[src/rtl/tcp_pkg.sv]
// Purpose: Shared constants and types for the 8-bit timer/counter block.
// Assumes: AHB-Lite register access, one word per register.
// Notes:   Printed offsets are not all multiples of four, so each is an index.
package tcp_pkg;
	localparam logic [7:0] IDX_TIMER_COUNT   = 8'h01;
	localparam logic [7:0] IDX_INT_CONTROL   = 8'h0b;
	localparam logic [7:0] IDX_OPTION_CONFIG = 8'h81;
	localparam logic [7:0] IDX_IRQ_STATUS    = 8'h90;
	localparam logic [7:0] IDX_IRQ_MASK      = 8'h91;
	localparam logic [7:0] IDX_CORE_CTRL     = 8'h92;

	localparam logic [7:0] OPTION_RESET      = 8'hff;
	localparam logic [7:0] INTCTL_RESET      = 8'h00;
	localparam logic [7:0] COUNT_RESET       = 8'h00;

	localparam int BIT_CLK_SRC     = 5;
	localparam int BIT_EDGE_SEL    = 4;
	localparam int BIT_PRE_ASSIGN  = 3;
	localparam int BIT_OVF_FLAG    = 2;
	localparam int BIT_OVF_IRQ_EN  = 5;

	localparam int BIT_CTRL_SLEEP  = 0;
	localparam int BIT_CTRL_WDCLR  = 1;

	localparam logic [1:0] WRITE_INHIBIT_CYCLES = 2'h2;
	localparam logic [1:0] EXT_SYNC_DELAY       = 2'h2;

	localparam logic [1:0] HTRANS_NONSEQ = 2'h2;
	localparam logic [1:0] HTRANS_SEQ    = 2'h3;

	typedef struct packed {
		logic       valid;
		logic       write;
		logic [7:0] index;
	} tcp_req_t;

	typedef struct packed {
		logic [1:0] irq;
		logic       overflow;
		logic       prescale_tick;
	} tcp_evt_t;
endpackage : tcp_pkg

[src/rtl/tcp_timer.sv]
// Purpose: 8-bit timer/counter with prescaler shared with the watchdog, AHB-Lite slave.
// Assumes: hclk is the instruction cycle clock; ext_count_pin is synchronous to hclk.
// Notes:   Interrupt status bit 0 is overflow, bit 1 is prescaler output tick.
// What this block does
// - Clock source select clear: count once per instruction cycle without prescaler.
// - A software write to the count suppresses counting for two cycles.
// - Clock source select set: count on edges of the external pin.
// - Source edge select clear picks rising edge, set picks falling edge.
// - External input is synchronised first; counting follows after a delay.
// - One 8-bit prescaler serves timer or watchdog, never both.
// - Prescaler count has no software read or write access.
// - Assign clear: prescaler feeds timer, ratios 1:2 to 1:256.
// - Assign set: watchdog postscaler, ratios 1:1 to 1:128.
// - Writing the count with timer prescaling clears the prescaler only.
// - Watchdog clear instruction clears the prescaler when assigned to watchdog.
// - Prescaler assignment may change at any time without reset.
// - Rollover from FFh to 00h sets the overflow flag, bit 2.
// - Overflow interrupt on overflow_irq requested only while enable bit 5 is set; irq follows status bit 0 and mask bit 0 regardless.
// - Overflow flag holds until software clears it before re-enabling.
// - Timer stops during sleep, so overflow never wakes the processor.
module tcp_timer #(
	parameter int PRESCALE_WIDTH = 8
) (
	// Clock, reset and enable
	input  wire logic        hclk,
	input  wire logic        hresetn,
	input  wire logic        clk_en,
	// AHB-Lite slave
	input  wire logic        hsel,
	input  wire logic [31:0] haddr,
	input  wire logic [1:0]  htrans,
	input  wire logic        hwrite,
	input  wire logic [2:0]  hsize,
	input  wire logic [31:0] hwdata,
	input  wire logic        hready,
	output logic      [31:0] hrdata,
	output logic             hreadyout,
	output logic             hresp,
	// External count pin and watchdog side
	input  wire logic        ext_count_pin,
	input  wire logic        watchdog_clear_instr,
	input  wire logic        watchdog_tick_in,
	output logic             watchdog_tick_out,
	// Interrupts
	output logic             overflow_irq,
	output logic             irq
);

	// Decodes a byte address into a register index; misaligned or high addresses map nowhere.
	function automatic logic [7:0] addr_index(input logic [31:0] a);
		if (a[1:0] != 2'h0 || a[31:10] != 22'h0)
			return 8'hff;
		return a[9:2];
	endfunction : addr_index

	// Prescale ratio decoded to the low bits of the divider that, all set, mark a completed division.
	function automatic logic [PRESCALE_WIDTH-1:0] ratio_mask(input logic [2:0] r,
	                                                         input logic       wd);
		logic [PRESCALE_WIDTH-1:0] m;
		m = '0;
		if (wd)
			m = PRESCALE_WIDTH'((1 << r) - 1);
		else
			m = PRESCALE_WIDTH'((2 << r) - 1);
		return m;
	endfunction : ratio_mask

	tcp_pkg::tcp_req_t req_reg, req_next;
	logic [7:0]  count_reg, count_next;
	logic [7:0]  intctl_reg, intctl_next;
	logic [7:0]  option_reg, option_next;
	logic [1:0]  status_reg, status_next;
	logic [1:0]  mask_reg, mask_next;
	logic        sleep_reg, sleep_next;
	logic [31:0] rdata_reg, rdata_next;
	logic [PRESCALE_WIDTH-1:0] pre_reg, pre_next;
	logic [1:0]  inhibit_reg, inhibit_next;
	logic        sync1_reg, sync2_reg, sync3_reg;
	logic        wdt_out_reg, wdt_out_next;

	logic        addr_phase;
	logic        wr_count;
	logic        rd_status;
	logic        ext_edge;
	logic        src_event;
	logic        pre_event;
	logic        pre_to_timer;
	logic        pre_done;
	logic        count_step;
	logic        overflow;
	logic [7:0]  wbyte;
	tcp_pkg::tcp_evt_t evt;

	assign addr_phase   = hsel && hready && (htrans == tcp_pkg::HTRANS_NONSEQ ||
	                                        htrans == tcp_pkg::HTRANS_SEQ);
	assign wbyte        = hwdata[7:0];
	assign wr_count     = req_reg.valid && req_reg.write && req_reg.index == tcp_pkg::IDX_TIMER_COUNT;
	assign rd_status    = req_reg.valid && !req_reg.write && req_reg.index == tcp_pkg::IDX_IRQ_STATUS;
	assign pre_to_timer = !option_reg[tcp_pkg::BIT_PRE_ASSIGN];

	// Synchroniser: the first stage feeds only the second.
	always_ff @(posedge hclk or negedge hresetn) begin
		if (!hresetn) begin
			sync1_reg <= 1'b0;
			sync2_reg <= 1'b0;
			sync3_reg <= 1'b0;
		end else if (clk_en) begin
			sync1_reg <= ext_count_pin;
			sync2_reg <= sync1_reg;
			sync3_reg <= sync2_reg;
		end
	end

	// Edge select: a mux picks the falling or the rising detector on sync3_reg and sync2_reg.
	assign ext_edge = option_reg[tcp_pkg::BIT_EDGE_SEL] ? (sync3_reg && !sync2_reg)
	                                                    : (!sync3_reg && sync2_reg);

	always_comb begin
		src_event = 1'b0;
		if (option_reg[tcp_pkg::BIT_CLK_SRC])
			src_event = ext_edge;
		else
			src_event = 1'b1;
		pre_event = pre_to_timer ? src_event : watchdog_tick_in;
		pre_done  = (pre_reg & ratio_mask(option_reg[2:0], !pre_to_timer))
		            == ratio_mask(option_reg[2:0], !pre_to_timer);
		count_step = 1'b0;
		if (!sleep_reg && inhibit_reg == 2'h0) begin
			if (pre_to_timer)
				count_step = src_event && pre_done;
			else
				count_step = src_event;
		end
		overflow = count_step && count_reg == 8'hff;
		evt.overflow      = overflow;
		evt.prescale_tick = pre_event && pre_done && !pre_to_timer;
		evt.irq           = {evt.prescale_tick, evt.overflow};
	end

	// Main next-state logic.
	always_comb begin
		req_next     = req_reg;
		count_next   = count_reg;
		intctl_next  = intctl_reg;
		option_next  = option_reg;
		status_next  = status_reg;
		mask_next    = mask_reg;
		sleep_next   = sleep_reg;
		pre_next     = pre_reg;
		inhibit_next = inhibit_reg;
		wdt_out_next = 1'b0;
		rdata_next   = rdata_reg;

		req_next.valid = addr_phase;
		req_next.write = hwrite;
		req_next.index = addr_index(haddr);

		if (inhibit_reg != 2'h0)
			inhibit_next = inhibit_reg - 2'h1;
		if (count_step)
			count_next = count_reg + 8'h01;

		// External edges reach the count only after the synchroniser and edge stage.
		// That fixed latency is the whole delay, so no extra counter is kept for it.

		// The prescaler is internal only and has no register window.
		if (pre_event && !(pre_to_timer && (sleep_reg || inhibit_reg != 2'h0)))
			pre_next = pre_done ? '0 : pre_reg + PRESCALE_WIDTH'(1);
		if (!pre_to_timer && pre_event && pre_done)
			wdt_out_next = 1'b1;
		if (!pre_to_timer && watchdog_clear_instr)
			pre_next = '0;

		if (req_reg.valid && req_reg.write) begin
			case (req_reg.index)
				tcp_pkg::IDX_TIMER_COUNT: begin
					count_next   = wbyte;
					inhibit_next = tcp_pkg::WRITE_INHIBIT_CYCLES;
					if (pre_to_timer)
						pre_next = '0;
				end
				tcp_pkg::IDX_INT_CONTROL:   intctl_next = wbyte;
				tcp_pkg::IDX_OPTION_CONFIG: option_next = wbyte;
				tcp_pkg::IDX_IRQ_MASK:      mask_next   = wbyte[1:0];
				tcp_pkg::IDX_CORE_CTRL:     sleep_next  = wbyte[tcp_pkg::BIT_CTRL_SLEEP];
				default: ;
			endcase
		end
		if (rd_status)
			status_next = 2'h0;

		// Set wins over a clear in the same cycle.
		if (overflow)
			intctl_next[tcp_pkg::BIT_OVF_FLAG] = 1'b1;
		status_next = status_next | evt.irq;

		if (addr_phase && !hwrite) begin
			case (addr_index(haddr))
				tcp_pkg::IDX_TIMER_COUNT:   rdata_next = {24'h0, count_next};
				tcp_pkg::IDX_INT_CONTROL:   rdata_next = {24'h0, intctl_next};
				tcp_pkg::IDX_OPTION_CONFIG: rdata_next = {24'h0, option_next};
				tcp_pkg::IDX_IRQ_STATUS:    rdata_next = {30'h0, status_next};
				tcp_pkg::IDX_IRQ_MASK:      rdata_next = {30'h0, mask_next};
				tcp_pkg::IDX_CORE_CTRL:     rdata_next = {31'h0, sleep_next};
				default:                    rdata_next = 32'h0;
			endcase
		end
	end

	always_ff @(posedge hclk or negedge hresetn) begin
		if (!hresetn) begin
			req_reg     <= '0;
			count_reg   <= tcp_pkg::COUNT_RESET;
			intctl_reg  <= tcp_pkg::INTCTL_RESET;
			option_reg  <= tcp_pkg::OPTION_RESET;
			status_reg  <= 2'h0;
			mask_reg    <= 2'h0;
			sleep_reg   <= 1'b0;
			pre_reg     <= '0;
			inhibit_reg <= 2'h0;
			wdt_out_reg <= 1'b0;
			rdata_reg   <= 32'h0;
		end else if (clk_en) begin
			req_reg     <= req_next;
			count_reg   <= count_next;
			intctl_reg  <= intctl_next;
			option_reg  <= option_next;
			status_reg  <= status_next;
			mask_reg    <= mask_next;
			sleep_reg   <= sleep_next;
			pre_reg     <= pre_next;
			inhibit_reg <= inhibit_next;
			wdt_out_reg <= wdt_out_next;
			rdata_reg   <= rdata_next;
		end
	end

	assign hreadyout         = 1'b1;
	assign hresp             = 1'b0;
	assign hrdata            = rdata_reg;
	assign watchdog_tick_out = wdt_out_reg;
	assign overflow_irq      = intctl_reg[tcp_pkg::BIT_OVF_FLAG] &&
	                           intctl_reg[tcp_pkg::BIT_OVF_IRQ_EN];
	assign irq               = |(status_reg & mask_reg);

	// Assertions.
	chk_write_inhibit: assert property (@(posedge hclk) disable iff (!hresetn)
		clk_en && wr_count |=> !count_step)
		else $error("count advanced right after a count write");
	chk_inhibit_len: assert property (@(posedge hclk) disable iff (!hresetn)
		clk_en && wr_count |=> inhibit_reg == 2'h2)
		else $error("write inhibit not two cycles");
	chk_timer_mode: assert property (@(posedge hclk) disable iff (!hresetn)
		clk_en && !option_reg[5] && option_reg[3] && !sleep_reg && inhibit_reg == 2'h0
		&& !(req_reg.valid && req_reg.write) |=> count_reg == $past(count_reg) + 8'h01)
		else $error("timer mode failed to step");
	chk_ovf_flag_set: assert property (@(posedge hclk) disable iff (!hresetn)
		clk_en && overflow && !wr_count |=> intctl_reg[2] && count_reg == 8'h00)
		else $error("overflow flag not set on rollover");
	chk_irq_masked: assert property (@(posedge hclk) disable iff (!hresetn)
		!intctl_reg[5] |-> !overflow_irq)
		else $error("overflow interrupt while disabled");
	chk_flag_sticky: assert property (@(posedge hclk) disable iff (!hresetn)
		clk_en && intctl_reg[2] && !(req_reg.valid && req_reg.write) |=> intctl_reg[2])
		else $error("overflow flag dropped without a write");
	chk_sleep_frozen: assert property (@(posedge hclk) disable iff (!hresetn)
		sleep_reg |-> !count_step)
		else $error("count moved during sleep");
	chk_prescale_clr: assert property (@(posedge hclk) disable iff (!hresetn)
		clk_en && wr_count && pre_to_timer |=> pre_reg == '0 && $stable(option_reg))
		else $error("prescaler not cleared by count write");
	chk_wd_clear: assert property (@(posedge hclk) disable iff (!hresetn)
		clk_en && !pre_to_timer && watchdog_clear_instr && !(req_reg.valid && req_reg.write)
		|=> pre_reg == '0)
		else $error("watchdog clear left prescaler set");
	chk_wd_owner: assert property (@(posedge hclk) disable iff (!hresetn)
		watchdog_tick_out |-> $past(option_reg[3]))
		else $error("watchdog tick while prescaler on timer");
	chk_ext_edge: assert property (@(posedge hclk) disable iff (!hresetn)
		clk_en && option_reg[5] && !ext_edge |-> !count_step)
		else $error("counter mode stepped without an edge");


	// A sleeping timer must not let its prescaler creep either.
	chk_sleep_pre: assert property (@(posedge hclk) disable iff (!hresetn)
		clk_en && sleep_reg && pre_to_timer && !wr_count |=> $stable(pre_reg))
		else $error("prescaler moved during sleep");

	// A completed watchdog division gives one tick one cycle later.
	chk_wd_tick_out: assert property (@(posedge hclk) disable iff (!hresetn)
		clk_en && !pre_to_timer && watchdog_tick_in && pre_done |=> watchdog_tick_out)
		else $error("watchdog postscaler tick missing");

	// While the timer owns the prescaler the watchdog gets no postscaled tick.
	chk_timer_no_wd: assert property (@(posedge hclk) disable iff (!hresetn)
		clk_en && pre_to_timer |=> !watchdog_tick_out)
		else $error("watchdog tick while timer owns prescaler");

	// Without a source event the timer prescaler holds its count.
	chk_pre_hold: assert property (@(posedge hclk) disable iff (!hresetn)
		clk_en && pre_to_timer && !src_event && !wr_count |=> $stable(pre_reg))
		else $error("prescaler moved without an event");

	// A prescaled step only happens on a completed division.
	chk_step_ratio: assert property (@(posedge hclk) disable iff (!hresetn)
		clk_en && pre_to_timer && count_step |->
		(pre_reg & ratio_mask(option_reg[2:0], 1'b0)) == ratio_mask(option_reg[2:0], 1'b0))
		else $error("prescaled step before division complete");

	// Every rollover is also recorded in the interrupt status.
	chk_ovf_status: assert property (@(posedge hclk) disable iff (!hresetn)
		clk_en && overflow |=> status_reg[0])
		else $error("overflow not recorded in status");

	// A status read clears everything except events of that very cycle.
	chk_status_clear: assert property (@(posedge hclk) disable iff (!hresetn)
		clk_en && rd_status |=> status_reg == $past(evt.irq))
		else $error("status read did not clear");

	// Flag and enable both set must raise the overflow request.
	chk_ovf_irq_on: assert property (@(posedge hclk) disable iff (!hresetn)
		intctl_reg[2] && intctl_reg[5] |-> overflow_irq)
		else $error("overflow interrupt missing");

	// A synchronised rising edge steps an unprescaled counter.
	chk_rise_count: assert property (@(posedge hclk) disable iff (!hresetn)
		clk_en && option_reg[5] && !option_reg[4] && !pre_to_timer && !sleep_reg
		&& inhibit_reg == 2'h0 && !sync3_reg && sync2_reg |-> count_step)
		else $error("rising edge not counted");

	// With the edge select set only falling edges count.
	chk_fall_count: assert property (@(posedge hclk) disable iff (!hresetn)
		clk_en && option_reg[5] && option_reg[4] && !pre_to_timer && !sleep_reg
		&& inhibit_reg == 2'h0 && sync3_reg && !sync2_reg |-> count_step)
		else $error("falling edge not counted");

	// The write inhibit also holds the timer prescaler.
	chk_inhibit_pre: assert property (@(posedge hclk) disable iff (!hresetn)
		clk_en && pre_to_timer && inhibit_reg != 2'h0 && !wr_count |=> $stable(pre_reg))
		else $error("prescaler moved during write inhibit");

	// Unmapped reads, the prescaler among them, return zero.
	chk_unmapped_read: assert property (@(posedge hclk) disable iff (!hresetn)
		clk_en && addr_phase && !hwrite && addr_index(haddr) == 8'hff |=> hrdata == 32'h0)
		else $error("unmapped read returned data");

	// A count write lands as written.
	chk_count_write: assert property (@(posedge hclk) disable iff (!hresetn)
		clk_en && wr_count |=> count_reg == $past(wbyte))
		else $error("count write lost");

	// The option register may be rewritten at any time.
	chk_option_write: assert property (@(posedge hclk) disable iff (!hresetn)
		clk_en && req_reg.valid && req_reg.write && req_reg.index == tcp_pkg::IDX_OPTION_CONFIG
		|=> option_reg == $past(wbyte))
		else $error("option write lost");

	// Covers for the main scenarios.
	cov_overflow:  cover property (@(posedge hclk) disable iff (!hresetn) overflow);
	cov_pre_step:  cover property (@(posedge hclk) disable iff (!hresetn)
		pre_to_timer && count_step);
	cov_ext_count: cover property (@(posedge hclk) disable iff (!hresetn)
		option_reg[5] && count_step);
	cov_wd_tick:   cover property (@(posedge hclk) disable iff (!hresetn) watchdog_tick_out);
	cov_irq:       cover property (@(posedge hclk) disable iff (!hresetn) overflow_irq);
endmodule : tcp_timer

[config.mk]
export PLATFORM = sky130hd
export DESIGN_NAME = tcp_timer
export DESIGN_NICKNAME = d
export VERILOG_FILES = /design/src/rtl/tcp_pkg.sv /design/src/rtl/tcp_timer.sv
export SDC_FILE = /design/constraint.sdc
export NUM_CORES = 1
export LEC_CHECK = 0
export BUFFER_PORTS_ARGS = -buffer_cell sky130_fd_sc_hd__buf_2
export CAP_MARGIN = 20
export CORE_UTILIZATION = 55
export CTS_BUF_LIST = sky130_fd_sc_hd__clkbuf_2
export CTS_CLUSTER_SIZE = 24
export DETAILED_ROUTE_END_ITERATION = 16
export HOLD_SLACK_MARGIN = 0.08
export PLACE_DENSITY = 0.85
export SYNTH_ARGS = -nofsm -noshare
export SYNTH_HDL_FRONTEND = slang
export SYNTH_SLANG_ARGS = --single-unit
export TNS_END_PERCENT = 10
[constraint.sdc]
create_clock -name hclk -period 4.2 [get_ports hclk]
set_input_delay 0.42 -clock hclk [delete_from_list [all_inputs] [get_ports hclk]]
set_output_delay 0.42 -clock hclk [all_outputs]
set_load 0.005 [all_outputs]
==> flow_metrics.py <==
metrics = {
    "status": {
        "status": "complete, no violations",
    },
    "synth": {
        "async_flop_share": 1.00,
        "synth_seq_cells": 61,
        "synth.cell_area_sq_um": 4310,
        "synth-main-ff-cell": "dfrtp_1",
        "syn_inst": 480,
        "syn_avg_cell_area_sq_um": 8.99,
        "synth-edff-count": 0,
        "netlist-cell-type-count": 74,
        "seq_area_frac_synth": 0.356,
        "yosysWarnings": 0,
    },
    "drt": {
        "dr_total_vias": 4017,
        "drt-initial-drc-count": 333,
        "wirelength_microns": 11000,
        "vias_per_cell": 6.41,
        "drcViolationCount": 0,
        "antenna_left": 0,
        "first_pass_iters": 5,
        "wire_per_inst_microns": 17.5,
    },
    "setup_path": {
        "r2r_cells": 11,
        "crit_start": "option_reg[3]",
        "cp-end-kind": "flip-flop",
        "cp.buffers_inverters": 1,
        "r2r-start": "option_reg[3]",
        "cp.required_ns": 4.57,
        "regToRegSetupSlack_ns": 0.40,
        "cpLargestDelayFamily": "compound AO/OA/AOI/OAI gates",
        "critPathKind": "flip-flop to flip-flop",
        "r2r_end": "hrdata[1]",
        "crit_fanout": 14,
        "cp_num_cells": 11,
        "cp_data_arrival_time_ns": 4.16,
        "cp-start-kind": "flip-flop",
        "cp_common_cell": "ha_1",
        "cp_cell_sequence": "ha_1, nor3b_2, inv_1, ha_1, nor4bb_1, o32a_1, o32ai_1, nor4_4, o21a_2, mux2i_1, a311o_1",
        "slowest_delay_ns": 0.70,
        "slowest_stage": "dfstp_2",
    },
    "global_route": {
        "grt_pass1_wl_microns": 17800,
        "grt_max_degree": 52,
        "grt.total_usage": 0.270,
        "grt_pass1_vias": 3742,
        "overflow": 0,
        "antenna_found_initial": 0,
    },
    "hold_path": {
        "min_path_cells": 2,
        "min_from": "ext_count_pin",
        "min_to": "sync1_reg",
        "hp-class": "input port to flip-flop",
    },
    "layout": {
        "nFillCells": 639,
        "final_util": 0.623,
        "syn2layout_area_growth_pct": 6.99,
        "final_area_sq_um": 4610,
        "diodes": 0,
        "drive_above_1_share": 0.233,
        "largest_reg_flops": 10,
        "nNetsFinal": 606,
    },
    "clocking": {
        "cts_tree": "yes",
        "cts_setup_buffers": 0,
        "cts_buffer_depth": 2,
        "clkTransAtPathRegs_ns": 0.17,
        "clock_sinks": 61,
        "clock_latency_ns": 0.49,
        "htree_levels": 3,
        "cts-root-buf": "clkbuf_2",
        "numCtsBuffers": 9,
    },
    "timing": {
        "slew_violations": 0,
        "final-hold-violation-count": 0,
        "timing.final.crit_share": 0.904,
        "fmax_ghz": 0.263,
        "skew_ns": 0.0330,
        "fin_crit_ns": 3.80,
        "tightestPinTransition_ns": 0.752,
        "setup_viol": 0,
        "tns_ns": 0,
        "rsz0062_at_grt": "no",
        "maxSlewHeadroom": 0.492,
    },
    "pwr": {
        "pwr-share-seq": 0.504,
        "power_mw": 1.43,
        "p_leak_nw": 2.04,
        "combPwrFrac": 0.293,
        "p_clk_frac": 0.203,
        "ir_drop_v": 0.000151,
        "power_density_nw_per_um2": 311,
        "swShare": 0.369,
        "switchingPower_uw": 528,
        "internal-power_uw": 905,
    },
    "floorplanning": {
        "num_rows": 31,
        "core-area_sq_um": 7410,
        "die_x_microns": 90.6,
        "initial_core_util": 0.582,
        "die_height_microns": 90.6,
        "ios": 115,
        "die_area_sq_um": 8200,
    },
    "placed_design": {
        "place.detailed.hpwl_microns": 7700,
        "gp_congestion": 0.888,
        "place_area_sq_um": 4530,
        "port-buffer-count": 60,
    },
    "job": {
        "max_cap_violations": 0,
    },
}
[cell usage in the layout (no fill, tap or decap), types with 4 or more instances in the layout]
cell      synthesis  final
o32ai_1           6      6
ha_1              5      5
o22ai_1           6      6
nor3b_1           4      4
inv_1            15     15
dfstp_2           8      8
o211ai_1         10     10
mux2_2           22     22
dfrtp_1          53     53
a31oi_1          12     12
nand2_1          30     30
and3_1            9      9
nand4_1           7      7
mux2i_1          21     21
or2_2             5      5
nand3_1          20     20
nand2b_1          5      5
nor2b_1           7      7
buf_4            29      6
or4_1             8      8
nor2_1           32     32
conb_1            2     26
nor3_1           10     10
a21oi_1          26     26
nor4_1           10      9
buf_2             5     60
o21ai_0          11     11
o21ai_1           4      4
a22o_1            4      4
a32o_1            4      4
clkbuf_2          0     12
[worst register-to-register path: stages (launching register included)]
cell	delay [ns]
dfstp_2	0.70
ha_1	0.43
nor3b_2	0.26
inv_1	0.06
ha_1	0.31
nor4bb_1	0.18
o32a_1	0.34
o32ai_1	0.43
nor4_4	0.13
o21a_2	0.34
mux2i_1	0.17
a311o_1	0.33
[cell usage after synthesis, types with 10 or more instances]
cell,n,area (sq um)
a21oi_1,26,130
nand2_1,30,113
clkbuf_1,21,78.8
nor3_1,10,50.1
o211ai_1,10,75.1
mux2i_1,21,210
nor4_1,10,62.6
dfrtp_1,53,1330
o21ai_0,11,55.1
mux2_2,22,248
inv_1,15,56.3
nor2_1,32,120
a31oi_1,12,75.1
buf_4,29,218
nand3_1,20,100
[area by class of cell]
type                       count  area, sq um  area share
clock buffer                  12         60.1      0.0130
inverter                      15         56.3      0.0122
multi-input combinational    369         2460       0.534
tap                           99          124      0.0268
sequential                    61         1540       0.333
clock inverter                 4         17.5     0.00380
timing repair buffer          67          355      0.0770
[per-layer routing]
layer / global-route usage / up-vias / routed length, microns
li1: - / 1839 / -
met2: 0.431 / 198 / 5300
met3: 0.0497 / 21 / 840
met4: 0.0995 / 0 / 181
met1: 0.366 / 1959 / 4650
met5: 0 / - / 0
[how the worst max path moves through the flow]
stage	slack (ns)	to
after floorplan	1.15	hrdata[5]
after global placement	0.61	hrdata[1]
after detailed placement	0.49	count_reg[5]
after CTS	0.46	hrdata[1]
after global routing	0.21	hrdata[1]
final	0.40	hrdata[1]
[stage by stage]
stage / hold slack [ns] / std cells / setup slack [ns]
detailed placement: 0.345 / 610 / 0.486
global placement: 0.338 / 610 / 0.608
CTS: 0.136 / 627 / 0.461
floorplan: 0.124 / 504 / 1.15
global route: 0.130 / 627 / 0.210
finish: 0.152 / 627 / 0.402
[kinds of logic after synthesis]
| logic type | synth area share |
|---|---|
| and+or+nand+nor | 0.224 |
| AOI/OAI and AO/OA | 0.196 |
| buffers and inverters | 0.0946 |
| DFF | 0.356 |
| muxes | 0.111 |
| adders and majority gates | 0.0145 |
| other | 0.00174 |
| xor gates and xnor gates | 0.00203 |
[power groups by stage]
| stage | Sequential, mW | Clock, mW | Combinational, mW |
|---|---|---|---|
| floorplan | 0.696 | 0 | 0.339 |
| global placement | 0.727 | 0 | 0.389 |
| detailed placement | 0.731 | 0 | 0.408 |
| CTS | 0.720 | 0.293 | 0.412 |
| global route | 0.729 | 0.315 | 0.464 |
| finish | 0.723 | 0.291 | 0.419 |
[what timing repair did]
action,in CTS,in global routing
resized for setup,0,0
hold endpoints to repair,12,0
endpoints found under the setup margin,0,0
hold buffers,1,0
No activity file was read; power rests on OpenSTA's default activity.
